**src/logic/adsq_pkg.sv**
```systemverilog
// constants, register map and state codes of the sweep sequencer
package adsq_pkg;
  // register byte offsets
  localparam logic [11:0] CTRL_OFS = 12'h000;
  localparam logic [11:0] STAT_OFS = 12'h004;
  localparam logic [11:0] RES_BASE = 12'h020;
  localparam logic [11:0] RES_LAST = 12'h03C;
  // control field positions
  localparam int CTRL_START = 0;
  localparam int CTRL_MODE = 1;
  localparam int CTRL_GRP = 3;
  localparam int CTRL_DIV = 5;
  localparam int CTRL_EXT = 7;
  localparam int CTRL_SH = 8;
  localparam int CTRL_R8 = 9;
  localparam int CTRL_KEY = 10;
  // status field positions
  localparam int STAT_IRQ = 0;
  localparam int STAT_BUSY = 1;
  localparam int STAT_KEY = 2;
  localparam int STAT_CH = 4;
  // sweep modes
  localparam logic [1:0] MODE_SINGLE = 2'h0;
  localparam logic [1:0] MODE_REP0 = 2'h1;
  localparam logic [1:0] MODE_REP1 = 2'h2;
  // divider code 0 is /4, 3 is undivided
  localparam logic [1:0] DIV_TOP = 2'h3;
  // sample phase length in operation-clock ticks
  localparam logic [1:0] SAMP_TICKS = 2'h3;
  // successive approximation start value and top bit
  localparam logic [9:0] SAR_INIT = 10'h200;
  localparam logic [3:0] SAR_MSB = 4'h9;
  // register selector codes
  localparam logic [1:0] SEL_CTRL = 2'h0;
  localparam logic [1:0] SEL_STAT = 2'h1;
  localparam logic [1:0] SEL_RES = 2'h2;
  localparam logic [1:0] SEL_NONE = 2'h3;
  // sequencer states
  typedef enum logic [1:0] {
    ST_IDLE = 2'b00,
    ST_SAMP = 2'b01,
    ST_CONV = 2'b10
  } adsq_state_e;
endpackage

```
**src/logic/adsq_sweep_seq.sv**
```systemverilog
// sweep sequencer for an eight-channel successive-approximation converter
//
// Design decisions made here: the address map and register access over APB.
`timescale 1ns/1ns
//
// Contract
// - a started sweep always converts channel zero first
// - the channel zero result lands in result register zero
// - single sweep converts each selected channel and stores it per channel
// - single sweep end sets the done bit, clears start, halts
// - single and repeat 0 groups are two, four, six or eight channels
// - repeat 0 cycles the group, stores each result, never sets done
// - repeat 0 runs until software writes start to zero
// - repeat 1 groups are one, two, three or four channels
// - repeat 1 adds one channel outside the group, then restarts at zero
// - repeat 1 stores per channel, never sets done, runs until start clears
// - operation clock is base clock divided by four, three, two or one
// - sweeps start from the software flag or the trigger pin
// - done bit marks completion; software checks it before reading
// - with key interrupt enabled, a low channel raises it and blocks use
// - with trigger source chosen and start set, a falling edge starts
// - with sample and hold, sample three ticks before comparing
// - eight-bit resolution keeps the top eight result bits
module adsq_sweep_seq
  import adsq_pkg::*;
#(
  parameter int AW = 12
)
(
  input wire logic pclk, // bus and converter base clock
  input wire logic presetn, // asynchronous reset
  input wire logic ce, // clock enable, freezes all state
  input wire logic psel, // apb select
  input wire logic penable, // apb enable
  input wire logic pwrite, // apb direction
  input wire logic [AW-1:0] paddr, // apb byte address
  input wire logic [31:0] pwdata, // apb write data
  output logic [31:0] prdata, // apb read data
  output logic pready, // apb ready
  output logic pslverr, // apb error on unmapped address
  input wire logic cmp_in, // comparator: input above trial level
  input wire logic external_conversion_trigger, // trigger pin
  input wire logic [7:0] analog_channel_n, // digital level of the analog pins
  output logic [2:0] mux_sel, // analog multiplexer select
  output logic [9:0] trial_code, // trial code for the reference ladder
  output logic sample_on, // sample switch closed
  output logic key_irq // key input interrupt request
);

  typedef struct packed {
    adsq_state_e st;
    logic samp;
    logic [1:0] div_cnt;
    logic [1:0] samp_cnt;
    logic [3:0] bitn;
    logic [9:0] sar;
    logic [2:0] ch;
    logic [2:0] oc;
    logic outer;
    logic start;
    logic irq;
    logic [1:0] mode;
    logic [1:0] grp;
    logic [1:0] div;
    logic ext;
    logic sh;
    logic r8;
    logic key_en;
    logic [7:0][9:0] res;
    logic [2:0] trg_s;
    logic trg_low;
    logic [7:0] lv_s1;
    logic [7:0] lv_s2;
    logic [7:0] lv_s3;
    logic [7:0] lv_low;
    logic key_irq;
    logic pready;
    logic [31:0] prdata;
    logic pslverr;
  } adsq_s;

  adsq_s s_reg;
  adsq_s s_next;
  logic tick;
  logic fall;
  logic last;
  logic go;
  logic store;
  logic launch;
  logic ch_may;
  logic acc;
  logic irq_set;
  logic start_clr;
  logic [7:0] lv_agree;
  logic [9:0] sar_fin;
  logic [9:0] wr_val;
  logic [1:0] sel;

  // decode an address into a register selector
  function automatic logic [1:0] reg_sel(input logic [AW-1:0] a);
    logic [11:0] w;
    w = 12'(a);
    if (a[1:0] != 2'h0 || AW > 12 && (a >> 12) != '0)
      return SEL_NONE;
    if (w == CTRL_OFS)
      return SEL_CTRL;
    if (w == STAT_OFS)
      return SEL_STAT;
    if (w >= RES_BASE && w <= RES_LAST)
      return SEL_RES;
    return SEL_NONE;
  endfunction

  // helper terms of the current state
  always_comb
  begin
    tick = s_reg.div_cnt >= (DIV_TOP - s_reg.div);
    fall = !s_reg.trg_low && s_reg.trg_s[2:1] == 2'b11;
    if (s_reg.mode == MODE_REP1)
      last = s_reg.ch == {1'b0, s_reg.grp};
    else
      last = s_reg.ch == {s_reg.grp, 1'b1};
    sar_fin = {s_reg.sar[9:1], cmp_in};
    wr_val = s_reg.r8 ? {2'b00, sar_fin[9:2]} : sar_fin;
    lv_agree = ~(s_reg.lv_s2 ^ s_reg.lv_s3);
    acc = psel && penable && s_reg.pready;
    sel = reg_sel(paddr);
    ch_may = s_reg.st == ST_IDLE || s_reg.bitn == 4'h0;
  end

  // next state of the whole block
  always_comb
  begin
    s_next = s_reg;
    go = 1'b0;
    store = 1'b0;
    launch = 1'b0;
    irq_set = 1'b0;
    start_clr = 1'b0;
    if (ce)
    begin
      // inverted pin synchronisers, reset reads as idle high; stages two and three must agree
      s_next.trg_s = {s_reg.trg_s[1:0], ~external_conversion_trigger};
      if (s_reg.trg_s[1] == s_reg.trg_s[2])
        s_next.trg_low = s_reg.trg_s[2];
      s_next.lv_s1 = ~analog_channel_n;
      s_next.lv_s2 = s_reg.lv_s1;
      s_next.lv_s3 = s_reg.lv_s2;
      s_next.lv_low = (s_reg.lv_low & ~lv_agree) | (s_reg.lv_s3 & lv_agree);
      s_next.key_irq = s_reg.key_en && |s_reg.lv_low;
      // operation clock divider
      s_next.div_cnt = tick ? 2'h0 : s_reg.div_cnt + 2'h1;
      // conversion sequencer
      unique case (s_reg.st)
        ST_IDLE:
        begin
          // key input use blocks conversion on the shared pins
          go = s_reg.start && !s_reg.key_en && (!s_reg.ext || fall);
          if (go)
          begin
            s_next.ch = 3'h0;
            s_next.outer = 1'b0;
            s_next.oc = {1'b0, s_reg.grp} + 3'h1;
            launch = 1'b1;
          end
        end
        ST_SAMP:
        begin
          if (tick)
          begin
            if (s_reg.samp_cnt == SAMP_TICKS - 2'h1)
            begin
              s_next.st = ST_CONV;
              s_next.sar = SAR_INIT;
              s_next.bitn = SAR_MSB;
            end
            else
              s_next.samp_cnt = s_reg.samp_cnt + 2'h1;
          end
        end
        ST_CONV:
        begin
          if (tick)
          begin
            s_next.sar[s_reg.bitn] = cmp_in;
            if (s_reg.bitn == 4'h0)
              store = 1'b1;
            else
            begin
              s_next.sar[s_reg.bitn - 4'h1] = 1'b1;
              s_next.bitn = s_reg.bitn - 4'h1;
            end
          end
        end
        default:
          s_next.st = ST_IDLE;
      endcase
      // store the result and pick the next channel
      if (store)
      begin
        s_next.res[s_reg.ch] = wr_val;
        launch = 1'b1;
        if (s_reg.mode == MODE_REP1)
        begin
          if (s_reg.outer)
          begin
            s_next.ch = 3'h0;
            s_next.outer = 1'b0;
            if (s_reg.oc == 3'h7)
              s_next.oc = {1'b0, s_reg.grp} + 3'h1;
            else
              s_next.oc = s_reg.oc + 3'h1;
          end
          else if (last)
          begin
            s_next.ch = s_reg.oc;
            s_next.outer = 1'b1;
          end
          else
            s_next.ch = s_reg.ch + 3'h1;
        end
        else if (last)
        begin
          s_next.ch = 3'h0;
          if (s_reg.mode != MODE_REP0 && s_reg.mode != MODE_REP1)
          begin
            irq_set = 1'b1;
            start_clr = 1'b1;
            launch = 1'b0;
            s_next.st = ST_IDLE;
          end
        end
        else
          s_next.ch = s_reg.ch + 3'h1;
      end
      // begin a channel with sampling or straight comparison
      if (launch)
      begin
        s_next.st = s_reg.sh ? ST_SAMP : ST_CONV;
        s_next.samp_cnt = 2'h0;
        s_next.sar = SAR_INIT;
        s_next.bitn = SAR_MSB;
      end
      // a cleared start flag stops any running sweep
      if (s_reg.st != ST_IDLE && !s_reg.start)
        s_next.st = ST_IDLE;
      s_next.samp = s_next.st == ST_SAMP; // sample switch level, registered
      // apb answer one cycle into the access phase
      s_next.pready = psel && penable && !s_reg.pready;
      s_next.pslverr = 1'b0;
      if (psel && penable && !s_reg.pready)
      begin
        s_next.pslverr = sel == SEL_NONE;
        unique case (sel)
          SEL_CTRL:
            s_next.prdata = {21'h0, s_reg.key_en, s_reg.r8, s_reg.sh, s_reg.ext,
              s_reg.div, s_reg.grp, s_reg.mode, s_reg.start};
          SEL_STAT:
            s_next.prdata = {25'h0, s_reg.ch, 1'b0, s_reg.key_irq,
              s_reg.st != ST_IDLE, s_reg.irq};
          SEL_RES:
            s_next.prdata = {22'h0, s_reg.res[paddr[4:2]]};
          SEL_NONE:
            s_next.prdata = 32'h0;
        endcase
      end
      // software writes; a hardware set of done beats a clear
      s_next.start = s_reg.start && !start_clr;
      s_next.irq = s_reg.irq;
      if (acc && pwrite && sel == SEL_CTRL)
      begin
        s_next.start = pwdata[CTRL_START];
        s_next.mode = pwdata[CTRL_MODE +: 2];
        s_next.grp = pwdata[CTRL_GRP +: 2];
        s_next.div = pwdata[CTRL_DIV +: 2];
        s_next.ext = pwdata[CTRL_EXT];
        s_next.sh = pwdata[CTRL_SH];
        s_next.r8 = pwdata[CTRL_R8];
        s_next.key_en = pwdata[CTRL_KEY];
      end
      if (acc && pwrite && sel == SEL_STAT && pwdata[STAT_IRQ])
        s_next.irq = 1'b0;
      if (irq_set)
        s_next.irq = 1'b1;
    end
  end

  // state register
  always_ff @(posedge pclk or negedge presetn)
  begin
    if (!presetn)
      s_reg <= '0;
    else
      s_reg <= s_next;
  end

  // outputs straight from the state register
  assign prdata = s_reg.prdata;
  assign pready = s_reg.pready;
  assign pslverr = s_reg.pslverr;
  assign mux_sel = s_reg.ch;
  assign trial_code = s_reg.sar;
  assign sample_on = s_reg.samp;
  assign key_irq = s_reg.key_irq;
endmodule

```
**config.mk**
```make
export PLATFORM = sky130hd
export DESIGN_NAME = adsq_sweep_seq
export DESIGN_NICKNAME = d
export VERILOG_FILES = /design/src/logic/adsq_pkg.sv /design/src/logic/adsq_sweep_seq.sv
export SDC_FILE = /design/constraint.sdc
export NUM_CORES = 1
export LEC_CHECK = 0
export ABC_AREA = 1
export ABC_CLOCK_PERIOD_IN_PS = 5050
export BUFFER_PORTS_ARGS = -buffer_cell sky130_fd_sc_hd__buf_4
export CAP_MARGIN = 10
export CORE_MARGIN = 5
export CORE_UTILIZATION = 39
export CTS_BUF_LIST = sky130_fd_sc_hd__clkbuf_4
export DETAILED_ROUTE_END_ITERATION = 16
export SLEW_MARGIN = 5
export SYNTH_ARGS = -nofsm -noshare
export SYNTH_HDL_FRONTEND = slang
export SYNTH_SLANG_ARGS = --single-unit
export TNS_END_PERCENT = 30
```
**constraint.sdc**
```tcl
create_clock -name pclk -period 5.05 [get_ports pclk]
set_clock_uncertainty 0.1 [all_clocks]
set_input_delay 1.2625 -clock pclk [delete_from_list [all_inputs] [get_ports pclk]]
set_output_delay 1.2625 -clock pclk [all_outputs]
set_load 0.03 [all_outputs]
```
==> results.cfg, run 1 <==
[clock_network]
clkTransAtPathRegs_ns = 0.18
cts_hold_buf = 0
clk_path_buf_depth = 2
cts_tree = yes
clkSinkCount = 170
clock_latency_ns = 0.59
cts_setup_buffers = 0
cts_buffers = 17
clockRootBuffer = clkbuf_4
h-tree-depth = 4
cts_resized = 0

[finish]
layout.cells.most_common = nand2_1
final_cell_mix = nand2_1 (287), dfrtp_1 (170), o21ai_0 (145)
nNetsFinal = 1117
instances_no_fill = 1342
area_growth_pct = 8.80
drive_gt1_share_pct = 13.9
largest_reg_flops = 134

[setup_path]
reg2reg_from = s_reg[186]
r2r-end = s_reg[107]
crit_start = paddr[3]
r2r_setup_slack_ns = 2.52
ff2ff_path_depth = 8
crit_end = s_reg[160]
startpoint_type = input port
crit_fanout = 22
crit_type = input port to flip-flop
cp.arrival_ns = 3.35
timing.critical_path.required_ns = 5.43
endpoint_kind = flip-flop

[logic_synthesis]
ys.flop_type = dfrtp_1
synthSimpleGateAreaFrac_pct = 23.3
synth-compound-area-share_pct = 15.2
ys_warn_count = 0
syn_avg_cell_area_sq_um = 8.29
yosysSeqAreaShare_pct = 50.1
ys_async_sr_fraction_pct = 100
synth.area.mux_share_pct = 0.869
synth-xor-area-share_pct = 0.206
synth_cells = 1025
ys_ff_latch = 170
synth.distinct_cells = 44
synth_fa_ha_area_share_pct = 1.32
syn-cell-area_sq_um = 8500
synth_edf_count = 0
synth_top_family_by_area = simple AND/OR/NAND/NOR gates

[timing]
tightest_slew_ns = 1.04
period_share_pct = 58.9
relSlewSlack_pct = 30.9
final_max_slew_viol_count = 0
whs_ns = 0.394
fin_setup_tns_ns = 0
setup_violations = 0
rsz0062_at_grt = no
period_needed_ns = 2.97
fmax_mhz = 336
final_hold_viol_count = 0

[global_route]
track_usage_pct = 16.9
grt_pass1_wl_mm = 33.2
grt_antenna_before_repair = 0
grt_pass1_vias = 6212
grt_max_degree = 111
overflow = 0

[drt]
drc = 0
first_iter_violations = 514
wl_mm = 21.0
via_count = 6762
via_per_inst = 5.04
wl_per_cell_microns = 15.6
drtAntennaViolNets = 0
dr.pass1.iters = 6

[floorplanning]
rows = 54
die_h_microns = 158
die_area_sq_um = 24800
core_area_sq_um = 21600
io_pins = 109
die_x_microns = 158
initial_utilization_pct = 39.3

[place]
gp_congestion = 0.845
dp.cells = 1309
io_buffers = 66
hpwl_mm = 14.1

[power_and_ir_drop]
p_leak_nw = 4.36
power_density_nw_per_um2 = 340
peakVddDrop_mv = 0.129

[min_path]
hold_path.class = flip-flop to flip-flop
min_from = s_reg[56]

[status]
outcome = finished clean

[run]
cap_violations = 0
## critical path, stage by stage
cell	delay, ns
buf_4	0.22
nor2_1	0.17
inv_1	0.05
buf_4	0.22
nor3_1	0.21
nand2_1	0.08
buf_4	0.17
nor2_1	0.15
nand2_1	0.41
mux2_2	0.42
## layout make-up
class,instances,area [sq um]
Antenna cell,1,2.50
Clock buffer,17,128
Clock inverter,15,153
Fill cell,2197,12400
Inverter,66,248
Multi-Input combinational cell,722,3560
Sequential cell,170,4250
Tap cell,280,350
Timing Repair Buffer,71,549
## Yosys cell counts, types with 8 or more instances
library cell    n  share of area, %
inv_1          61               2.7
nand3_1        49               2.9
ha_1            9               1.3
o21ai_2         8              0.82
nor2_1         65               2.9
a21oi_1        32               1.9
clkbuf_1       36               1.6
nand2_1       287                13
o221ai_1       18               1.9
or2_2           9              0.66
o21ai_0       145               8.5
nand4_1        10              0.74
buf_4          45               4.0
dfrtp_1       170                50
## how the worst min path moves through the flow
stage	endpoint	slack (ns)	depth (start not counted)
after floorplan	s_reg[51]	0.34	2
after global placement	s_reg[52]	0.36	2
after detailed placement	s_reg[52]	0.36	2
after CTS	s_reg[52]	0.40	2
after global routing	s_reg[57]	0.41	2
final	s_reg[56]	0.39	2
## metrics by stage
| step | power [mW] | setup slack [ns] | instance area, sq um | util [%] |
|---|---|---|---|---|
| finish | 3.15 | 2.08 | 9250 | 42.8 |
| global route | 3.33 | 1.85 | 9250 | 42.8 |
| CTS | 3.18 | 2.10 | 9250 | 42.8 |
| detailed placement | 2.39 | 1.44 | 8960 | 41.5 |
| global placement | 2.38 | 1.48 | 8960 | 41.5 |
| floorplan | 2.19 | 2.38 | 8570 | - |
## report_power, final
group	switching [mW]	internal (mW)
Sequential	0.132	1.48
Clock	0.562	0.225
Combinational	0.505	0.247
Total	1.20	1.95
## kinds of logic after synthesis
kind of cell | after synthesis
simple gates | 455
compound gates | 228
flops | 170
buf+inv | 153
fa+ha+maj | 9
mux | 7
xor+xnor | 2
other cells | 1
## per-layer routing
metal	vias up	wire length, microns	GRT usage, %
met5	-	0	0
li1	3374	-	-
met3	31	1090	3.03
met2	170	9520	26.0
met1	3187	9930	24.4
met4	0	399	5.08
Note: power is estimated with default switching activity, not from simulation.
==> inputs of run 2 (changes only) <==
--- a/config.mk
+++ b/config.mk
@@ -6,7 +6,7 @@
 export NUM_CORES = 1
 export LEC_CHECK = 0
 export ABC_AREA = 1
-export ABC_CLOCK_PERIOD_IN_PS = 5050
+export ABC_CLOCK_PERIOD_IN_PS = 2760
 export BUFFER_PORTS_ARGS = -buffer_cell sky130_fd_sc_hd__buf_4
 export CAP_MARGIN = 10
 export CORE_MARGIN = 5
==> constraint.sdc (replaced) <==
create_clock -name pclk -period 2.76 [get_ports pclk]
set_clock_uncertainty 0.1 [all_clocks]
set_input_delay 0.69 -clock pclk [delete_from_list [all_inputs] [get_ports pclk]]
set_output_delay 0.69 -clock pclk [all_outputs]
set_load 0.03 [all_outputs]
==> results.cfg, run 2 (same netlist as run 1, synthesis figures left out) <==
[drt]
drtAntennaViolNets = 0
via_count = 6869
first_iter_violations = 436
wl_mm = 21.2
drc = 0
via_per_inst = 5.01
wl_per_cell_microns = 15.5
dr.pass1.iters = 6

[clock_network]
cts_tree = yes
clkSinkCount = 170
clock_latency_ns = 0.57
clk_path_buf_depth = 2
cts_setup_buffers = 0
cts_resized = 0
cts_hold_buf = 1
cts_buffers = 17
h-tree-depth = 4
clockRootBuffer = clkbuf_4
clkTransAtPathRegs_ns = 0.17

[global_route]
grt_antenna_before_repair = 1
grt_max_degree = 57
grt_pass1_vias = 6435
grt_pass1_wl_mm = 34.6
overflow = 0
track_usage_pct = 17.6

[setup_path]
crit_type = flip-flop to flip-flop
worstPathCellList = inv_1 -> ha_1 -> o21ai_0 -> nand2_1 -> nand2_4 -> nor2_4 -> nand2_4 -> nand2_4 -> nand2_4 -> nand3_4 -> nand2_1 -> o21ai_0
ff2ff_path_depth = 12
crit_fanout = 19
timing.critical_path.required_ns = 3.10
cpMostUsedCell = nand2_4
startpoint_type = flip-flop
endpoint_kind = flip-flop
worst_path_largest_cell_delay_ns = 0.39
cp.arrival_ns = 2.73
slowest_stage = dfrtp_1

[place]
io_buffers = 66
hpwl_mm = 15.0
pre_cts_ws_ns = 0.255
gp_congestion = 0.817

[finish]
largest_reg_flops = 134
final_cell_mix = nand2_1 (287), dfrtp_1 (170), o21ai_0 (145)
layout.cells.most_common = nand2_1
nNetsFinal = 1147
drive_gt1_share_pct = 16.3
area_growth_pct = 11.9

[timing]
fin_setup_tns_ns = 0
fmax_mhz = 420
period_share_pct = 86.3
rsz0062_at_grt = no
relSlewSlack_pct = 41.0
fin_ws_ns = 0.378
period_needed_ns = 2.38
final_max_slew_viol_count = 0
final_hold_viol_count = 0
tightest_slew_ns = 0.860
setup_violations = 0

[floorplanning]
initial_utilization_pct = 39.3
die_h_microns = 158
rows = 54
core_area_sq_um = 21600
io_pins = 109
die_area_sq_um = 24800
die_x_microns = 158

[min_path]
min_path_cells = 2
hold_path.class = input port to flip-flop

[power_and_ir_drop]
peakVddDrop_mv = 0.313
p_leak_nw = 4.51
power_density_nw_per_um2 = 613

[run]
cap_violations = 0

[status]
outcome = finished clean
-- run 2: through the flow --
stage / instance area [sq um] / std cells / utilization (%) / hold slack [ns] / power, mW
2_1_floorplan: 8570 / 1045 / - / 0.294 / 4.00
3_3_place_gp: 9210 / 1338 / 42.6 / 0.355 / 4.39
3_5_place_dp: 9210 / 1338 / 42.6 / 0.358 / 4.40
4_1_cts: 9510 / 1371 / 44.0 / 0.129 / 5.89
5_1_grt: 9510 / 1372 / 44.0 / 0.118 / 6.20
6_report: 9510 / 1372 / 44.0 / 0.177 / 5.82
-- run 2: critical path: cells and delay by family, from the launching register on --
kind | cells | cell delay (ns)
adder cells (fa/ha/maj) | 1 | 0.25
AND/OR/NAND/NOR | 8 | 1.09
flip-flops | 1 | 0.39
AO/OA/AOI/OAI | 2 | 0.25
buffers and inverters | 1 | 0.15
-- run 2: report_power, final --
part           total, mW  switching, mW  leakage (nW)  internal, mW
logic               1.45          0.960          2.12         0.491
clock network       1.47          0.986         0.153         0.486
registers           2.90          0.198          2.24          2.70
total               5.82           2.14          4.51          3.68
-- run 2: layout make-up --
cell class	count	area, sq um
Timing Repair Buffer	101	802
Multi-Input combinational cell	722	3560
Antenna cell	1	2.50
Sequential cell	170	4250
Clock buffer	17	128
Tap cell	280	350
Inverter	66	248
Clock inverter	15	160
Fill cell	2193	12100
-- run 2: routing by layer --
metal / vias to the layer above / wire length (microns) / track usage [%] / share of wire [%]
met5: - / 0 / 0 / 0
met3: 18 / 1040 / 3.25 / 4.9
met1: 3268 / 10500 / 26.2 / 49
li1: 3432 / - / - / -
met2: 151 / 9470 / 26.8 / 45
met4: 0 / 219 / 4.38 / 1.0
-- run 2: worst paths after layout --
check / start / slack, ns / endpoint
max: s_reg[155] / 0.38 / trial_code[0]
min: analog_channel_n[3] / 0.18 / s_reg[62]
max reg2reg: s_reg[155] / 0.38 / trial_code[0]
min reg2reg: s_reg[58] / 0.39 / s_reg[58]
max in group asynchronous: presetn / 1.35 / s_reg[76]
min in group asynchronous: presetn / 0.57 / s_reg[47]
